$ cat src/design/dprb_pkg.sv
// Constants for the debug port register bank
`default_nettype none
package dprb_pkg;
  // ----------------------------------------
  // Register offsets (byte addresses)
  // ----------------------------------------
  localparam logic [7:0] DPRB_OFF_ID0    = 8'h00;
  localparam logic [7:0] DPRB_OFF_CTRL   = 8'h04;
  localparam logic [7:0] DPRB_OFF_RESEND = 8'h08;
  localparam logic [7:0] DPRB_OFF_RDBUF  = 8'h0C;
  localparam logic [7:0] DPRB_OFF_SELECT = 8'h80;
  // ----------------------------------------
  // Bank choices at offset 0x04 and 0x00
  // ----------------------------------------
  localparam logic [3:0] DPRB_BANK_CTRL  = 4'h0;
  localparam logic [3:0] DPRB_BANK_LINK  = 4'h1;
  localparam logic [3:0] DPRB_BANK_TGTID = 4'h2;
  localparam logic [3:0] DPRB_BANK_PROT  = 4'h3;
  localparam logic [3:0] DPRB_BANK_EVENT = 4'h4;
  localparam logic [3:0] DPRB_BANK_SEL1  = 4'h5;
  localparam logic [3:0] DPRB_BANK_BASE1 = 4'h3;
  // ----------------------------------------
  // Control/status field positions
  // ----------------------------------------
  localparam int DPRB_CS_SYS_GNT = 31;
  localparam int DPRB_CS_SYS_REQ = 30;
  localparam int DPRB_CS_DBG_GNT = 29;
  localparam int DPRB_CS_DBG_REQ = 28;
  localparam int DPRB_CS_RST_GNT = 27;
  localparam int DPRB_CS_RST_REQ = 26;
  localparam int DPRB_CS_ERRSEL  = 24;
  localparam int DPRB_CS_WFAULT  = 7;
  localparam int DPRB_CS_RDGOOD  = 6;
  localparam int DPRB_CS_FAULT   = 5;
  localparam int DPRB_CS_OVFL    = 1;
  localparam int DPRB_CS_OVWATCH = 0;
  // ----------------------------------------
  // Abort bits, link control, reset values
  // ----------------------------------------
  localparam int DPRB_AB_CANCEL  = 0;
  localparam int DPRB_AB_FCLR    = 2;
  localparam int DPRB_AB_WCLR    = 3;
  localparam int DPRB_AB_OCLR    = 4;
  localparam int DPRB_LC_HAND_LO = 8;
  localparam int DPRB_LC_ONE     = 6;
  localparam logic [3:0]  DPRB_PROT_VERSION = 4'h1;
  localparam logic [31:0] DPRB_RST_ZERO     = 32'h0000_0000;
  localparam logic [1:0]  DPRB_RST_HANDOVER = 2'h0;
  localparam logic        DPRB_RST_EVENT    = 1'b1;
endpackage : dprb_pkg
`default_nettype wire

$ cat src/design/dprb_bank.sv
// Debug port register bank shared by the jtag and serial-wire engines
`default_nettype none
module dprb_bank
  import dprb_pkg::*;
#(
  parameter logic SERIAL_WIRE = 1'b1
)(
  input  wire logic        mclk,
  input  wire logic        rst,
  input  wire logic        reg_wr,
  input  wire logic        reg_rd,
  input  wire logic [7:0]  reg_addr,
  input  wire logic [31:0] reg_wdata,
  input  wire logic        abort_wr,
  input  wire logic [31:0] abort_wdata,
  output logic      [31:0] reg_rdata,
  input  wire logic        ap_start,
  input  wire logic [1:0]  access_port_request,
  input  wire logic        ap_done,
  input  wire logic        ap_err,
  input  wire logic        ap_rd,
  input  wire logic [31:0] ap_rdata,
  input  wire logic        link_wr_fault,
  input  wire logic        link_overflow,
  input  wire logic        link_clk,
  input  wire logic        system_power_grant,
  input  wire logic        debug_power_grant,
  input  wire logic        debug_domain_reset_grant,
  input  wire logic        external_event_input,
  input  wire logic [31:0] target_id_tie,
  input  wire logic [3:0]  multidrop_instance_number,
  output logic             system_power_request,
  output logic             debug_power_request,
  output logic             debug_domain_reset_request,
  output logic             cancel_transaction,
  output logic      [31:0] apb_addr,
  output logic      [1:0]  bus_handover_length,
  output logic             link_clk_rise
);
  // ----------------------------------------
  // Synchronisers
  // ----------------------------------------
  logic [2:0] grant_s1_q, grant_s2_q;
  logic       event_s1_q, event_flag_n_q;
  logic       lclk_s1_q, lclk_s2_q, lclk_s3_q;

  // Grants and event pass two flops before the read mux sees them
  always_ff @(posedge mclk or posedge rst)
  begin
    if (rst)
    begin
      grant_s1_q <= 3'h0;
      grant_s2_q <= 3'h0;
      event_s1_q <= DPRB_RST_EVENT;
      event_flag_n_q <= DPRB_RST_EVENT;
    end
    else
    begin
      grant_s1_q <= {system_power_grant, debug_power_grant, debug_domain_reset_grant};
      grant_s2_q <= grant_s1_q;
      event_s1_q <= ~external_event_input;
      event_flag_n_q <= event_s1_q;
    end
  end

  // Link clock: two sync flops, the third only serves the edge finder
  always_ff @(posedge mclk or posedge rst)
  begin
    if (rst)
    begin
      lclk_s1_q <= 1'b0;
      lclk_s2_q <= 1'b0;
      lclk_s3_q <= 1'b0;
    end
    else
    begin
      lclk_s1_q <= link_clk;
      lclk_s2_q <= lclk_s1_q;
      lclk_s3_q <= lclk_s2_q;
    end
  end

  // ----------------------------------------
  // Decode
  // ----------------------------------------
  logic [3:0]  port_bank_choice_q;
  logic [27:0] sel_addr_q;

  // Bank match, shared by the write and read decodes
  function automatic logic bank_is(input logic [3:0] sel, input logic [3:0] bank);
    return sel == bank;
  endfunction

  wire         at_ctrl   = reg_addr == DPRB_OFF_CTRL;
  wire         wr_cs     = reg_wr && at_ctrl && bank_is(port_bank_choice_q, DPRB_BANK_CTRL);
  wire         wr_link   = reg_wr && at_ctrl && bank_is(port_bank_choice_q, DPRB_BANK_LINK)
                           && SERIAL_WIRE;
  wire         wr_sel    = reg_wr && reg_addr == DPRB_OFF_SELECT;
  wire         jtag_w1c  = wr_cs && !SERIAL_WIRE;
  wire         ab_f      = abort_wr && abort_wdata[DPRB_AB_FCLR];
  wire         ab_o      = abort_wr && abort_wdata[DPRB_AB_OCLR];
  wire         ab_w      = abort_wr && abort_wdata[DPRB_AB_WCLR];
  wire         rd_buf    = reg_rd && reg_addr == DPRB_OFF_RDBUF && SERIAL_WIRE;

  // ----------------------------------------
  // Control and sticky state
  // ----------------------------------------
  logic sys_req_q, dbg_req_q, rst_req_q, errsel_q, ovwatch_q;
  logic fault_q, ovfl_q, wfault_q, rdgood_q, cancel_q;
  logic [1:0]  handover_q;
  logic [31:0] last_read_q, addr_q;

  wire fault_set = ap_done && ap_err && !errsel_q;
  wire fault_clr = ab_f || (jtag_w1c && reg_wdata[DPRB_CS_FAULT]);
  wire ovfl_set  = ovwatch_q && link_overflow;
  wire ovfl_clr  = ab_o || (jtag_w1c && reg_wdata[DPRB_CS_OVFL]);
  wire wf_set    = SERIAL_WIRE && link_wr_fault;

  // Control bits written through the control/status bank
  always_ff @(posedge mclk or posedge rst)
  begin
    if (rst)
    begin
      sys_req_q <= 1'b0;
      dbg_req_q <= 1'b0;
      rst_req_q <= 1'b0;
      errsel_q  <= 1'b0;
      ovwatch_q <= 1'b0;
    end
    else if (wr_cs)
    begin
      sys_req_q <= reg_wdata[DPRB_CS_SYS_REQ];
      dbg_req_q <= reg_wdata[DPRB_CS_DBG_REQ];
      rst_req_q <= reg_wdata[DPRB_CS_RST_REQ];
      errsel_q  <= reg_wdata[DPRB_CS_ERRSEL];
      ovwatch_q <= reg_wdata[DPRB_CS_OVWATCH];
    end
  end

  // Sticky flags, where a set in the same cycle as a clear wins, and the one-cycle cancel pulse
  always_ff @(posedge mclk or posedge rst)
  begin
    if (rst)
    begin
      fault_q  <= 1'b0;
      ovfl_q   <= 1'b0;
      wfault_q <= 1'b0;
      cancel_q <= 1'b0;
    end
    else
    begin
      fault_q  <= fault_set | (fault_q & ~fault_clr);
      ovfl_q   <= ovfl_set | (ovfl_q & ~ovfl_clr);
      wfault_q <= wf_set | (wfault_q & ~ab_w);
      cancel_q <= abort_wr && abort_wdata[DPRB_AB_CANCEL];
    end
  end

  // Link control and select fields
  always_ff @(posedge mclk or posedge rst)
  begin
    if (rst)
    begin
      handover_q <= DPRB_RST_HANDOVER;
      port_bank_choice_q <= 4'h0;
      sel_addr_q <= 28'h0;
    end
    else
    begin
      if (wr_link)
        handover_q <= reg_wdata[DPRB_LC_HAND_LO +: 2];
      if (wr_sel)
      begin
        port_bank_choice_q <= reg_wdata[3:0];
        sel_addr_q <= reg_wdata[31:4];
      end
    end
  end

  // Access port address, taken at transfer start and held
  always_ff @(posedge mclk or posedge rst)
  begin
    if (rst)
      addr_q <= DPRB_RST_ZERO;
    else if (ap_start)
      addr_q <= {sel_addr_q, access_port_request, 2'b00};
  end

  // Last read result and whether its response was good
  always_ff @(posedge mclk or posedge rst)
  begin
    if (rst)
    begin
      last_read_q <= DPRB_RST_ZERO;
      rdgood_q    <= 1'b0;
    end
    else if (ap_done && ap_rd)
    begin
      last_read_q <= ap_rdata;
      rdgood_q    <= SERIAL_WIRE && !ap_err;
    end
    else if (rd_buf)
      rdgood_q <= SERIAL_WIRE;
  end

  // ----------------------------------------
  // Read mux
  // ----------------------------------------
  logic [31:0] cs_word, bank_word, rd_d;
  assign cs_word = {grant_s2_q[2], sys_req_q, grant_s2_q[1], dbg_req_q,
                    grant_s2_q[0], rst_req_q, 1'b0, errsel_q, 16'h0000,
                    wfault_q, rdgood_q, fault_q, 3'b000, ovfl_q, ovwatch_q};
  always_comb
  begin
    unique case (port_bank_choice_q)
      DPRB_BANK_CTRL:  bank_word = cs_word;
      DPRB_BANK_LINK:  bank_word = SERIAL_WIRE ?
                         {22'h0, handover_q, 1'b0, 1'b1, 6'h00} : 32'h0;
      DPRB_BANK_TGTID: bank_word = {target_id_tie[31:1], 1'b1};
      DPRB_BANK_PROT:  bank_word = {(SERIAL_WIRE ? multidrop_instance_number : 4'h0),
                                    24'h0, DPRB_PROT_VERSION};
      DPRB_BANK_EVENT: bank_word = {31'h0, event_flag_n_q};
      default:         bank_word = 32'h0;
    endcase
  end
  always_comb
  begin
    rd_d = 32'h0;
    if (reg_rd)
    begin
      if (at_ctrl)
        rd_d = bank_word;
      else if (reg_addr == DPRB_OFF_RESEND || reg_addr == DPRB_OFF_RDBUF)
        rd_d = SERIAL_WIRE ? last_read_q : 32'h0;
      else if (reg_addr == DPRB_OFF_ID0 && bank_is(port_bank_choice_q, DPRB_BANK_BASE1))
        rd_d = 32'h0;
    end
  end

  // ----------------------------------------
  // Outputs
  // ----------------------------------------
  logic [31:0] rdata_q;
  logic        rise_q;
  always_ff @(posedge mclk or posedge rst)
  begin
    if (rst)
    begin
      rdata_q <= DPRB_RST_ZERO;
      rise_q <= 1'b0;
    end
    else
    begin
      rdata_q <= rd_d;
      rise_q <= lclk_s2_q && !lclk_s3_q;
    end
  end
  assign reg_rdata = rdata_q;
  assign system_power_request = sys_req_q;
  assign debug_power_request = dbg_req_q;
  assign debug_domain_reset_request = rst_req_q;
  assign cancel_transaction = cancel_q;
  assign apb_addr = addr_q;
  assign bus_handover_length = handover_q;
  assign link_clk_rise = rise_q;

  // ----------------------------------------
  // Checks
  // ----------------------------------------
  chk_fault_sets: assert property (@(posedge mclk) disable iff (rst)
    fault_set |=> fault_q) else $error("fault not latched");
  chk_errsel_blocks: assert property (@(posedge mclk) disable iff (rst)
    (errsel_q && !fault_q && !(ap_done && ap_err && !errsel_q)) |=> !fault_q)
    else $error("fault recorded in masked mode");
  chk_fault_clear: assert property (@(posedge mclk) disable iff (rst)
    (ab_f && !fault_set) |=> !fault_q) else $error("fault not cleared");
  chk_serial_nowc: assert property (@(posedge mclk) disable iff (rst)
    (SERIAL_WIRE && fault_q && !abort_wr) |=> fault_q) else $error("fault lost");
  chk_ovfl_watch: assert property (@(posedge mclk) disable iff (rst)
    (!ovwatch_q && !ovfl_q) |=> !ovfl_q) else $error("overflow without watch");
  chk_ovfl_clear: assert property (@(posedge mclk) disable iff (rst)
    (ab_o && !ovfl_set) |=> !ovfl_q) else $error("overflow not cleared");
  chk_sysreq_wr: assert property (@(posedge mclk) disable iff (rst)
    wr_cs |=> system_power_request == $past(reg_wdata[DPRB_CS_SYS_REQ]))
    else $error("power request mismatch");
  chk_addr_held: assert property (@(posedge mclk) disable iff (rst)
    !ap_start |=> $stable(apb_addr)) else $error("address moved");
  chk_addr_low: assert property (@(posedge mclk) disable iff (rst)
    apb_addr[1:0] == 2'b00) else $error("address low bits");
  chk_event_path: assert property (@(posedge mclk) disable iff (rst)
    ##2 (event_flag_n_q == !$past(external_event_input, 2)))
    else $error("event flag wrong");
  chk_handover: assert property (@(posedge mclk) disable iff (rst)
    wr_link |=> bus_handover_length == $past(reg_wdata[9:8]))
    else $error("handover mismatch");
  chk_dbgreq_wr: assert property (@(posedge mclk) disable iff (rst)
    wr_cs |=> debug_power_request == $past(reg_wdata[DPRB_CS_DBG_REQ]))
    else $error("debug power request mismatch");
  chk_rstreq_wr: assert property (@(posedge mclk) disable iff (rst)
    wr_cs |=> debug_domain_reset_request == $past(reg_wdata[DPRB_CS_RST_REQ]))
    else $error("debug reset request mismatch");
  chk_wfault_sets: assert property (@(posedge mclk) disable iff (rst)
    wf_set |=> wfault_q) else $error("write fault not latched");
  chk_wfault_clear: assert property (@(posedge mclk) disable iff (rst)
    (ab_w && !wf_set) |=> !wfault_q) else $error("write fault not cleared");
  chk_ovfl_sets: assert property (@(posedge mclk) disable iff (rst)
    ovfl_set |=> ovfl_q) else $error("overflow not latched");
  chk_cancel_pulse: assert property (@(posedge mclk) disable iff (rst)
    1'b1 |=> cancel_transaction == $past(abort_wr && abort_wdata[DPRB_AB_CANCEL]))
    else $error("cancel pulse wrong");
  chk_sel1_ignored: assert property (@(posedge mclk) disable iff (rst)
    (reg_wr && at_ctrl && port_bank_choice_q == DPRB_BANK_SEL1)
    |=> $stable({sys_req_q, dbg_req_q, rst_req_q, errsel_q, ovwatch_q, handover_q}))
    else $error("upper select write took effect");

  // ----------------------------------------
  // Read, address and handover checks
  // ----------------------------------------
  chk_rdgood_read: assert property (@(posedge mclk) disable iff (rst)
    (ap_done && ap_rd) |=> rdgood_q == (SERIAL_WIRE && !$past(ap_err)))
    else $error("read good flag wrong");
  chk_last_read: assert property (@(posedge mclk) disable iff (rst)
    (ap_done && ap_rd) |=> last_read_q == $past(ap_rdata))
    else $error("last read not kept");
  chk_handover_hold: assert property (@(posedge mclk) disable iff (rst)
    !wr_link |=> $stable(bus_handover_length)) else $error("handover moved");
  chk_link_one: assert property (@(posedge mclk) disable iff (rst)
    (reg_rd && at_ctrl && port_bank_choice_q == DPRB_BANK_LINK)
    |=> reg_rdata[DPRB_LC_ONE] == SERIAL_WIRE) else $error("link bit6 wrong");
  chk_tgt_bit0: assert property (@(posedge mclk) disable iff (rst)
    (reg_rd && at_ctrl && port_bank_choice_q == DPRB_BANK_TGTID)
    |=> reg_rdata[0]) else $error("identity bit0 low");
  chk_prot_version: assert property (@(posedge mclk) disable iff (rst)
    (reg_rd && at_ctrl && port_bank_choice_q == DPRB_BANK_PROT)
    |=> reg_rdata[3:0] == DPRB_PROT_VERSION) else $error("protocol version wrong");
  chk_base_high: assert property (@(posedge mclk) disable iff (rst)
    (reg_rd && reg_addr == DPRB_OFF_ID0 && port_bank_choice_q == DPRB_BANK_BASE1)
    |=> reg_rdata == 32'h0000_0000) else $error("upper base word not zero");
  chk_addr_load: assert property (@(posedge mclk) disable iff (rst)
    ap_start |=> apb_addr == {$past(sel_addr_q), $past(access_port_request), 2'b00})
    else $error("address not taken");

  // ----------------------------------------
  // Coverage
  // ----------------------------------------
  cov_fault: cover property (@(posedge mclk) disable iff (rst) fault_set ##1 ab_f);
  cov_link_rise: cover property (@(posedge mclk) disable iff (rst) link_clk_rise);
  cov_ovfl_clear: cover property (@(posedge mclk) disable iff (rst) ovfl_q ##1 ab_o);
  cov_read: cover property (@(posedge mclk) disable iff (rst) ap_done && ap_rd ##[1:4] rd_buf);
  cov_power: cover property (@(posedge mclk) disable iff (rst) wr_cs ##[1:8] grant_s2_q[2]);
endmodule : dprb_bank
`default_nettype wire

$ cat config.mk
export PLATFORM = sky130hd
export DESIGN_NAME = dprb_bank
export DESIGN_NICKNAME = d
export VERILOG_FILES = /design/src/design/dprb_pkg.sv /design/src/design/dprb_bank.sv
export SDC_FILE = /design/constraint.sdc
export NUM_CORES = 1
export LEC_CHECK = 0
export ABC_AREA = 0
export BUFFER_PORTS_ARGS = -buffer_cell sky130_fd_sc_hd__buf_2
export CAP_MARGIN = 15
export CORE_ASPECT_RATIO = 1.4
export CORE_MARGIN = 2
export CORE_UTILIZATION = 45
export CTS_CLUSTER_SIZE = 28
export DETAILED_ROUTE_END_ITERATION = 10
export PLACE_DENSITY = 0.72
export SLEW_MARGIN = 25
export SYNTH_ARGS = -nofsm -noshare
export SYNTH_HDL_FRONTEND = slang
export SYNTH_SLANG_ARGS = --single-unit
export TNS_END_PERCENT = 10
$ cat constraint.sdc
create_clock -name mclk -period 7.1 [get_ports mclk]
set_clock_uncertainty 0.15 [all_clocks]
set_input_delay 1.42 -clock mclk [delete_from_list [all_inputs] [get_ports mclk]]
set_output_delay 1.42 -clock mclk [all_outputs]
set_load 0.03 [all_outputs]
==> summary by stage, run 1 <==
Status
The flow ran to the end, and the final reports show no timing, DRC or antenna violations.

Final layout
After routing the design area is 0.00750 mm2. The multi-input combinational cell area is 0.00189 mm2. Across the whole layout, storage elements account for 0.00376 mm2.

From synthesis to final layout, the design area changed by 29.6%. Counting the fill cells in the layout gives ~1,000. The net count of the finished layout is 721.

Of the cells placed in the final design, the portion with a size suffix greater than 1 is 59.7%.

Clocking
The H-tree depth is 4. The later-pin clock latency in the skew report is 410 ps. The CTS buffer count is 17. After clock tree synthesis, the clock-pin slew on the worst setup and hold paths is 60 ps. The number of gates resized after CTS is 0.

For this design, the sink count on the clock tree is 150. Post-CTS timing repair inserted 0 buffers for setup. The clock root buffer master is clkbuf_16. The hold-fix buffer count after cts is 0. In this run the deepest clock path goes through 2 buffers.

TritonCTS built the clock tree.

Power and ir drop
The overall power consumption is 2050 uW. The leakage dissipation is 0.00390 uW. The worst-case IR drop observed on VDD is 0.168 mV.

Power spread over the standard cell area amounts to 273 mW/mm2.

Global routing
Global routing finished with a remaining overflow of 0. The number of antenna violations at the first check in global routing is 6. Entering global routing, the biggest net connects around 90 pins. In this run the most used layer during global routing was met2. The via count of the first global-routing pass was 4,156.

The met3 routing resource usage after global routing is 6.93%. The wire length of the first global-routing pass is 20,400 um. The global routing met2 resource utilization is roughly a third. Global routing consumed, over all layers together, 19.1% of the routing resources. Global routing consumed, on the met1 layer, 21.2% of the routing resources.

Yosys
After synthesis, flip-flops and latches occupy around 65% of the total area. After synthesis the netlist holds a flip-flop and latch count of 150. Counting every instance in the synthesized netlist gives 365. The Yosys warning count is 0. The async set or reset register ratio after synthesis is 100%. The count of cell types in the netlist is 40.

Yosys attributes the largest share of cell area to dfrtp_1 (64%), mux2_2 (20%), a32o_1 (3.1%), o2bb2ai_1 (2.0%), mux2i_1 (1.2%). The most common cell in the synthesized netlist is dfrtp_1. The number of synthesized flops with an enable pin is 0.

The top flip-flop cell by instance count after synthesis is dfrtp_1. Ranked by instance count, the synthesized netlist is headed by dfrtp_1 (148), mux2_2 (103), a32o_1 (18), o2bb2ai_1 (13). Each instance of the synthesized netlist takes up on average 15.9 um2. The top cell type by area accounts for 64.0% of the synthesized area.

After synthesis the cells add up to 0.00579 mm2. The cell taking the most area after synthesis is dfrtp_1.

Die
The row count is around 50. Measured along the x axis, the die boundary spans 99.8 um. From bottom edge to top edge, the die measures around 140 um. For this design the top-level I/O count stands at 229. The initial standard-cell utilization of the core is 45.6%.

The floorplan step defined a die boundary enclosing approximately 0.014 mm2. The total area inside the core boundary comes to around 0.013 mm2.

Min path
The path class of the tightest hold or removal check is register to register. Counting instances, the worst hold path has a depth of 0. In this run the most critical hold path is launched from lclk_s1_q. The capture endpoint of the worst hold path is lclk_s2_q.

Timing
Dividing the final minimum period by the clock period gives roughly 44%. The final count of negative-setup-slack endpoints is 0. The number of failing hold endpoints at the final stage is 0. Setup repair after global routing left no endpoint under its margin. The worst pin sits at a relative slew slack of 38.5%. The worst setup slack after layout is 3950 ps. The final total negative setup slack is 0 ps. The worst hold margin is about 200 ps. At the pin with the least slew margin, the transition time is just over 900 ps.

Static timing analysis puts the maximum clock frequency at roughly 0.32 GHz. The number of max-slew violations in the final report is 0. The clock period minus final worst setup slack is around 3100 ps.

Worst setup path
By startpoint and endpoint, the worst setup path is classified as input pin to register. The element type at the critical path end is a register. The cell type of the slowest stage on the worst timing path is nand3_2. Traced cell by cell, the critical path runs through buf_2, nor3_4, nand3_2, mux2_1. STA classifies the critical path startpoint as an input pin. Across all register-to-register paths, the minimum setup slack is 5090 ps. The cell depth of the worst flop-to-flop path is 3. The required time reported for the critical path endpoint is ~7200 ps. For the worst setup path, the data arrival time is 3280 ps. On the worst path, the slowest cell contributes a delay of 790 ps. The largest fanout of any net on the critical path is 32.

The endpoint of the lowest-slack register-to-register path is errsel_q. The startpoint of the worst-slack reg-to-reg timing path is port_bank_choice_q[1].

Detailed routing
The detailed router finished its first iteration with 97 violations. The number of detailed-routing iterations run before antenna repair is 4. In the routed design, unresolved DRC markers number 0.

The detailed-route vias per instance is about 5.2. The detailed-route wire length per cell is 17.6 um. The routed layout has between 3,000 and 4,000 vias. The post-route antenna net violation count is 0. The sum of routed wire length over all layers is 12,900 um.

Placement
Buffers placed on the I/O ports in this run total 197. The final estimated routing congestion in global placement is 0.799. The HPWL after detailed placement is 9070 um.

The pre-CTS setup slack is about 3500 ps. The post-placement cell area is 0.00686 mm2.

Run
Max-cap violations in this run came to 0.
-- per-stage QoR --
| step | utilization, % | std cells |
|---|---|---|
| 6_report | 59.1 | 732 |
| 5_1_grt | 59.1 | 731 |
| 4_1_cts | 59.0 | 729 |
| 3_5_place_dp | 54.1 | 697 |
| 3_3_place_gp | 54.1 | 697 |
| 2_1_floorplan | - | 366 |
-- power breakdown --
group          switching (uW)  internal, uW
logic                    89.7          83.4
clock network             364           572
registers                29.1           909
total                     482          1560
-- sequential cells by signal (all words and copies together) (netlist names) --
signal                      flops
lclk_s1_q                       1
lclk_s3_q                       1
event_s1_q                      1
cancel_transaction              1
ovwatch_q                       1
lclk_s2_q                       1
ovfl_q                          1
fault_q                         1
debug_domain_reset_request      1
grant_s1_q                      3
link_clk_rise                   1
debug_power_request             1
port_bank_choice_q              4
apb_addr                       30
rdgood_q                        1
reg_rdata                      32
wfault_q                        1
system_power_request            1
event_flag_n_q                  1
bus_handover_length             2
errsel_q                        1
last_read_q                    32
sel_addr_q                     28
grant_s2_q                      3
-- placed cells by master, fill, tap and decap left out, types with 2 or more instances in the layout --
cell type and n:
dfstp_2 2, buf_4 4, buf_2 197, dfrtp_1 148, a32o_1 18, a22o_1 2, o2bb2ai_1 13, clkinvlp_4 4
mux2_2 103, and4_1 2, bufinv_16 3, inv_8 2, nand4_1 4, a22oi_1 6, conb_1 2, nor2_1 3
nor3b_1 2, clkbuf_16 17, inv_6 5, diode_2 3, mux2i_1 7, nor2b_1 5, nand2_1 6, mux2_1 2
-- layer usage --
| layer | wire length (um) | vias up |
|---|---|---|
| li1 | - | 1735 |
| met1 | 4910 | 1910 |
| met2 | 6710 | 137 |
| met3 | 807 | 36 |
| met4 | 419 | 6 |
| met5 | 32 | - |
-- final cells by class --
| class | instances | area share (%) |
|---|---|---|
| well taps | 153 | 2.55 |
| repair buffers | 201 | 13.6 |
| clock inverters | 14 | 2.49 |
| inverters | 2 | 0.167 |
| clock buffers | 18 | 5.86 |
| diodes | 3 | 0.100 |
| flip-flops and latches | 150 | 50.1 |
| multi-input cells | 191 | 25.2 |
-- worst max-delay path, delay by kind of cell --
kind | cells | cell delay (ps)
AND/OR/NAND/NOR | 2 | 1140
multiplexers | 1 | 610
buffers and inverters | 1 | 110
-- worst max-delay path by stage --
stage	from	endpoint	slack [ps]	depth (start not counted)
6_report	reg_addr[5]	port_bank_choice_q[2]	3950	4
2_1_floorplan	rst	apb_addr[10]	1500	1
3_5_place_dp	reg_addr[5]	sel_addr_q[11]	3480	4
3_3_place_gp	reg_addr[5]	port_bank_choice_q[2]	3550	4
4_1_cts	reg_addr[5]	port_bank_choice_q[2]	3880	4
5_1_grt	reg_addr[5]	sel_addr_q[11]	3800	4
-- cell families (layout without fill, tap and decap cells) --
logic type / Yosys count / after routing / synth area share, %
other: 1 / 5 / 0.0648
AOI/OAI and AO/OA: 44 / 44 / 6.77
buffers and inverters: 25 / 235 / 2.51
and+or+nand+nor: 33 / 33 / 4.09
DFF: 150 / 150 / 64.9
muxes: 112 / 112 / 21.6
(Power assumes the default switching activity.)
==> inputs of run 2 (changes only) <==
--- a/config.mk
+++ b/config.mk
@@ -5,7 +5,7 @@
 export SDC_FILE = /design/constraint.sdc
 export NUM_CORES = 1
 export LEC_CHECK = 0
-export ABC_AREA = 0
+export ABC_AREA = 1
 export BUFFER_PORTS_ARGS = -buffer_cell sky130_fd_sc_hd__buf_2
 export CAP_MARGIN = 15
 export CORE_ASPECT_RATIO = 1.4
@@ -13,7 +13,7 @@
 export CORE_UTILIZATION = 45
 export CTS_CLUSTER_SIZE = 28
 export DETAILED_ROUTE_END_ITERATION = 10
-export PLACE_DENSITY = 0.72
+export PLACE_DENSITY = 0.73
 export SLEW_MARGIN = 25
 export SYNTH_ARGS = -nofsm -noshare
 export SYNTH_HDL_FRONTEND = slang
==> constraint.sdc (replaced) <==
create_clock -name mclk -period 2.74 [get_ports mclk]
set_clock_uncertainty 0.15 [all_clocks]
set_input_delay 0.548 -clock mclk [delete_from_list [all_inputs] [get_ports mclk]]
set_output_delay 0.548 -clock mclk [all_outputs]
set_load 0.03 [all_outputs]
==> run 2 against run 1 <==
Net effect:
- register-to-register slack got worse by 4200 ps
- final area rose by 7.9%
- clock power rose to 2.6 times the previous value
- sequential power rose to 2.6 times the previous value
- routed wire length rose by 17%
- total power rose to 2.6 times the previous value
- global-route usage rose by 1.8 points
- sequential share of layout area fell by 3.7 points
- critical endpoint is now reg_rdata[8]
- count of clock-buffer cells in the layout rose by 1
- setup slack got worse by 3100 ps
- via count rose by 28%
- synthesized area rose by 9.7%
==> summary by stage, run 2 <==
Power and ir drop
The power per cell area is 657 mW/mm2 (+140%). The overall power consumption came to 5320 uW (+160%). The worst ir drop on vdd is 0.348 mV (+110%).

The leakage dissipation is 0.00443 uW (+14%).

Yosys
The top flip-flop cell by instance count after synthesis is dfrtp_1. Yosys attributes the largest share of cell area to dfrtp_1 (58%), nand2_1 (12%), mux2_2 (5.3%), nand3_1 (4.3%), o21ai_2 (2.5%). The most common cell in the synthesized netlist is nand2_1. The synthesized instance count is 638 (+75%). The flip-flop and latch count after synthesis is 150 (unchanged). The cell area after technology mapping is 0.00635 mm2 (+9.7%). The count of cell types in the netlist was 32 (-20%). The mean cell area of the mapped netlist is 9.95 um2 (-37%). The share of the synthesized area in the top cell type is 58.3% (-5.7 points).

The number of synthesized flops with an enable pin came to 0 (unchanged). The Yosys warning count is 0 (unchanged). The commonest cells after synthesis are nand2_1 (200), dfrtp_1 (148), nand3_1 (55), inv_1 (40), mux2_2 (30). The sequential cell area fraction in the yosys report came to 59.2% (-5.7 points). Summed over all instances, the cell type with the most area after synthesis is dfrtp_1. The async set or reset register ratio after synthesis is 100% (unchanged).

Timing
The clock period minus final worst setup slack is between 1500 and 2000 ps. The final count of negative-setup-slack endpoints was 0 (unchanged). The achievable clock frequency is 0.527 GHz. The final total negative setup slack came to 0 ps (unchanged).

The number of max-slew violations in the final report was 0 (unchanged). Setup repair after global routing left no endpoint under its margin. The number of failing hold endpoints at the final stage is 0 (unchanged).

The pin slew with the least headroom to its limit is 757 ps (-165 ps). The worst-case headroom to the max-slew limit is 49.5% (+11 points). The worst path uses 69.2% of the clock period.

Worst setup path
The class of the most critical setup path is register to register. The element type at the critical path end is a register. The required time reported for the critical path endpoint came to 2930 ps (-4300 ps). The largest fanout of any net on the critical path was 20 (-38%). In this run the critical register-to-register path is captured at reg_rdata[8].

The arrival time at the worst endpoint is 2090 ps (-1190 ps). The startpoint of the worst-slack reg-to-reg timing path is port_bank_choice_q[1]. The cell depth of the worst flop-to-flop path is 9 (+6).

The worst reg-to-reg setup slack is 840 ps (-4250 ps). The worst setup path is launched from a register.

Clocking
The CTS sink count came to 150 (unchanged). The later-pin clock latency in the skew report was 410 ps (about the same). The CTS buffer count was 17 (unchanged). The H-tree depth is 4 (unchanged).

The TritonCTS clock tree is done. The hold-fix buffer count after cts is 0 (unchanged). The clock root buffer master is clkbuf_16. The count of buffers added by post-CTS timing repair for setup is 0 (unchanged). The maximum number of buffers from clock root to sink is 2 (unchanged).

The number of gates resized after CTS is 0 (unchanged). The clock-pin slew reported for the worst setup and hold paths after clock tree synthesis is 60 ps (about the same).

Die
The die height is 145 um (+4.6%). The I/O pin count is 229 (unchanged). The row count is 51 (+4.1%).

The initial standard-cell utilization of the core is 45.8% (+0.25 points). The die extent in x is 104 um (+4.6%). The area of the die came to 0.0151 mm2 (+9.4%).

The floorplan core area came to 0.0138 mm2 (+9.1%).

Final layout
The share of post-route cells with drive strength above 1 is 38.4% (-21 points). The final core utilization was 58.4% (-0.64 points). The most common cell after layout, fill and taps aside is nand2_1. The synthesis-to-layout area growth is 27.5%. The net count of the finished layout is 991 (+37%). Leaving out fill and tap cells, the most frequent cells in the layout are nand2_1 (200), buf_2 (197), dfrtp_1 (148). The number of diodes is 0 (-3).

The summed area of non-filler cells in the final layout came to 0.00809 mm2 (+7.9%).

Global routing
The total overflow reported by the global router was 0 (unchanged). The maximum number of pins on one net before global-route repair is 70 (-24%). The wire length of the first global-routing pass is 24,700 um (+21%). The overall routing resource usage is 20.9% (+1.8 points).

The number of antenna violations at the first check in global routing is 2 (-4). The via count of the first global-routing pass is 4,883 (+17%).

Status
The flow ran to the end, and the final reports show no timing, DRC or antenna violations.

Placement
The HPWL after detailed placement came to 10,800 um (+19%). The post-placement cell area is 0.00748 mm2 (+8.9%). The final estimated routing congestion in global placement is 0.769 (-3.8%). The port buffer count is 197 (unchanged).

Run
The max capacitance violation total was 0 (unchanged).

Detailed routing
The detailed-route vias per instance is 4.74 (-9.3%). The detailed-route wire length per cell is 14.6 um (-17%). The via count of the routed design is 4,883 (+28%). The violation count after the first detailed-routing iteration is 260 (+170%). The number of detailed-routing iterations run before antenna repair was 5 (+1). The sum of routed wire length over all layers is 15,100 um (+17%). The number of remaining DRC errors is 0 (unchanged). The post-route antenna net violation count came to 0 (unchanged).

Min path
The type of the most critical hold path is input pin to asynchronous set/reset pin.
run 2: cell types whose count changed after synthesis, moves of 15 or more:
cell     previous run  this run
a21oi_1             1        16
a32o_1             18         0
inv_1               2        40
mux2_2            103        30
nand2_1             6       200
nand3_1             0        55
nor2_1              3        25
o21ai_1             0        16
o21ai_2             0        18
run 2: kinds of logic after synthesis:
| kind of cell | count (synthesis) | share of synthesized area [%] |
|---|---|---|
| buffers and inverters | 81 | 6.60 |
| AO/OA/AOI/OAI | 64 | 6.78 |
| flip-flops | 150 | 59.2 |
| multiplexers | 30 | 5.32 |
| other | 1 | 0.0591 |
| AND/OR/NAND/NOR | 312 | 22.1 |
run 2: worst max-delay path, cell delays in order, from the launching register on:
cell	delay [ps]
dfrtp_1	520
inv_2	80
nor2_2	80
buf_4	180
nand2_1	80
inv_2	370
nand2_1	120
nand2_1	80
nor2_1	40
nor2_1	120
run 2: cell type report:
cell class	instances	area, um2
fillers	1212	5760
flip-flops and latches	150	3760
clock inverters	13	161
multi-input cells	408	2180
well taps	185	231
clock buffers	19	453
inverters	45	173
repair buffers	211	1140
run 2: layer usage:
metal	up-vias	GRT usage, %	wire [um]
li1	2434	-	-
met1	2270	24.6	6170
met2	160	36.4	7560
met3	17	6.58	1120
met4	2	6.76	206
met5	-	0	15
run 2: through the flow:
stage / std cells / setup slack [ps] / hold slack (ps)
after floorplan: 639 / 155 / 181
after global placement: 999 / 531 / 182
after detailed placement: 999 / 536 / 186
after CTS: 1031 / 845 / 48.9
after global routing: 1031 / 722 / 66.8
final: 1031 / 844 / 52.3
run 2: power breakdown:
group	switching, uW	internal (uW)
registers	70.2	2340
logic	314	197
clock network	971	1420
run 2: worst max-delay path by stage:
stage	from	endpoint	depth (start not counted)
2_1_floorplan	rst	apb_addr[10]	1
3_3_place_gp	reg_addr[1]	sel_addr_q[4]	6
3_5_place_dp	reg_addr[1]	sel_addr_q[3]	6
4_1_cts	port_bank_choice_q[1]	reg_rdata[9]	9
5_1_grt	port_bank_choice_q[1]	reg_rdata[9]	9
6_report	port_bank_choice_q[1]	reg_rdata[8]	9
==> inputs of run 3 (changes only) <==
--- a/config.mk
+++ b/config.mk
@@ -5,12 +5,12 @@
 export SDC_FILE = /design/constraint.sdc
 export NUM_CORES = 1
 export LEC_CHECK = 0
-export ABC_AREA = 1
+export ABC_AREA = 0
 export BUFFER_PORTS_ARGS = -buffer_cell sky130_fd_sc_hd__buf_2
 export CAP_MARGIN = 15
 export CORE_ASPECT_RATIO = 1.4
 export CORE_MARGIN = 2
-export CORE_UTILIZATION = 45
+export CORE_UTILIZATION = 44
 export CTS_CLUSTER_SIZE = 28
 export DETAILED_ROUTE_END_ITERATION = 10
 export PLACE_DENSITY = 0.73
==> constraint.sdc (replaced) <==
create_clock -name mclk -period 1.6 [get_ports mclk]
set_clock_uncertainty 0.15 [all_clocks]
set_input_delay 0.32 -clock mclk [delete_from_list [all_inputs] [get_ports mclk]]
set_output_delay 0.32 -clock mclk [all_outputs]
set_load 0.03 [all_outputs]
==> run 3 against run 2 <==
Net effect:
- first-iteration DRC count fell by 63%
- worst hold slack worse by 35 ps
- non-clock buffer count up 89
- setup slack lost 790 ps
- largest cell class unchanged
- highest routed layer unchanged
==> summary by stage, run 3 (synthesized netlist as in run 1, its figures left out) <==
Timing
Setup repair after global routing left no endpoint under its margin. The number of failing hold endpoints at the final stage was 0 (unchanged). The clock period minus final worst setup slack is 1540 ps (-355 ps). The final count of negative-setup-slack endpoints was 0 (unchanged). The number of max-slew violations in the final report is 0 (unchanged). The fraction of the cycle the final worst path needs is 96.3% (+27 points).

The worst setup slack after layout is 58.6 ps (-785 ps). The achievable clock frequency is 0.649 GHz (+23%). The final total negative setup slack is 0 ps (unchanged).

Detailed routing
The number of remaining DRC errors was 0 (unchanged). The sum of routed wire length over all layers is 14,700 um (-2.1%). The violation count after the first detailed-routing iteration was 97 (-63%).

The detailed-route vias per instance is 5.16 (+8.9%). The number of detailed-routing iterations run before antenna repair came to 5 (unchanged). The post-route antenna net violation count is 0 (unchanged). The via count of the routed design is 4,271 (-13%). The detailed-route wire length per cell is 17.8 um (+22%).

Final layout
The most common cell after layout, fill and taps aside is buf_2. The multi-input combinational cell area came to 0.00190 mm2 (-13%). The net count of the finished layout is 820 (-17%).

The share of post-route cells with drive strength above 1 is 55.0% (+17 points). The final core utilization is 66.2% (+7.7 points). The combined flip-flop and latch cell area is 0.00376 mm2 (unchanged). The number of diodes is 0 (unchanged). In the layout the commonest cells are buf_2 (197), dfrtp_1 (148), mux2_2 (103). The synthesis-to-layout area growth is 47.3%. The number of filler cells placed in the layout is 910 (-25%).

Clocking
The clock-pin slew reported for the worst setup and hold paths after clock tree synthesis is 60 ps (about the same). The TritonCTS clock tree is done. The count of buffers added by post-CTS timing repair for setup is 0 (unchanged). The H-tree depth was 4 (unchanged). The maximum number of buffers from clock root to sink is 2 (unchanged). The clock root buffer master is clkbuf_16. The CTS sink count is 150 (unchanged).

The CTS buffer count is 17 (unchanged). The later-pin clock latency in the skew report is 400 ps (about the same).

Power and ir drop
The switching share of total power came to 23.6% (-1.9 points). The sequential share of power is 45.8% (+0.4 points). The cell internal power dissipation is 6930 uW (+75%). The net switching power was 2140 uW (+58%). The portion of total power attributed to the clock network is 43.2% (-1.8 points). The worst ir drop on vdd is 0.658 mV (+89%). The power share of the combinational group is 10.9% (+1.3 points). The leakage dissipation came to 0.00437 uW (-1.4%). The power per cell area is 1060 mW/mm2 (+62%).

Die
The die extent in x is 101 um (-3.3%). The floorplan core area came to 0.0129 mm2 (-7.0%). The I/O pin count came to 229 (unchanged). The row count is 49 (-3.9%).

The area of the die is 0.0141 mm2 (-6.6%). The initial standard-cell utilization of the core came to 44.9% (-0.90 points). The die height came to 140 um (-3.4%).

Worst setup path
The element type at the critical path end is a register. The largest fanout of any net on the critical path came to 10 (-50%). STA classifies the critical path startpoint as a register. The critical path is of the register to register type. The required time reported for the critical path endpoint is 1780 ps (-1150 ps).

The arrival time at the worst endpoint is 1720 ps (-370 ps).

Placement
The HPWL after detailed placement is 9870 um (-8.5%). The pre-CTS setup slack came to -171 ps (-707 ps). The port buffer count is 197 (unchanged). The final estimated routing congestion in global placement is 0.798 (+3.8%).

Global routing
The number of antenna violations at the first check in global routing came to 0 (-2). The wire length of the first global-routing pass came to 23,000 um (-6.9%). The maximum number of pins on one net before global-route repair was 55 (-21%). The via count of the first global-routing pass is 4,779 (-2.1%). The overall routing resource usage came to 21.2% (+0.26 points).

The total overflow reported by the global router is 0 (unchanged).

Status
The run finished with clean final reports.

Run
The max capacitance violation total was 0 (unchanged).

Min path
The type of the most critical hold path is input pin to register.
-- run 3: per-stage QoR --
step	total power [uW]	cell area (um2)	cells	hold WS [ps]
4_1_cts	9180	8490	827	1.19
2_1_floorplan	4680	5790	366	181
3_5_place_dp	5070	7160	721	151
3_3_place_gp	5020	7160	721	145
5_1_grt	9440	8520	828	1.43
6_report	9070	8520	828	17.6
-- run 3: worst max-delay path, stage by stage, from the launching register on --
cell	delay, ps
dfrtp_1	380
nor3_2	170
buf_4	150
and4_4	270
buf_12	140
a32o_2	210
-- run 3: final timing paths --
path,start,end,slack (ps),cells past startpoint
worst max register to register,port_bank_choice_q[2],reg_rdata[20],60,5
worst max-delay path,port_bank_choice_q[2],reg_rdata[20],60,5
max in group asynchronous,rst,last_read_q[2],460,4
min in group asynchronous,rst,grant_s1_q[0],280,3
worst min register to register,grant_s1_q[2],grant_s2_q[2],200,0
worst min-delay path,reg_wdata[9],sel_addr_q[5],20,2
-- run 3: layout make-up --
| type | instances | area share (%) |
|---|---|---|
| clock buffers | 19 | 5.20 |
| multi-input cells | 191 | 22.3 |
| repair buffers | 300 | 24.3 |
| clock inverters | 13 | 1.73 |
| well taps | 153 | 2.25 |
| flip-flops and latches | 150 | 44.1 |
| inverters | 2 | 0.132 |
-- run 3: power groups by stage --
stage	clock, uW	sequential, uW	combinational (uW)
floorplan	0	4290	384
global placement	0	4200	819
detailed placement	0	4220	848
CTS	4030	4150	995
global route	4190	4180	1070
finish	3920	4150	993
-- run 3: per-layer routing --
metal / track usage (%) / wire, um / vias to the layer above
met5: 0 / 5 / -
met4: 9.03 / 435 / 2
met3: 5.78 / 964 / 28
met2: 38.9 / 7980 / 169
met1: 22.2 / 5360 / 2127
li1: - / - / 1945
-- run 3: repair_timing --
action                     in CTS  in global routing
hold buffers                   74                  0
pin swaps                       0                  2
gates resized for setup         1                  3
cloned                          0                  1
hold endpoints to repair       81                  0
setup endpoints to repair       1                  9
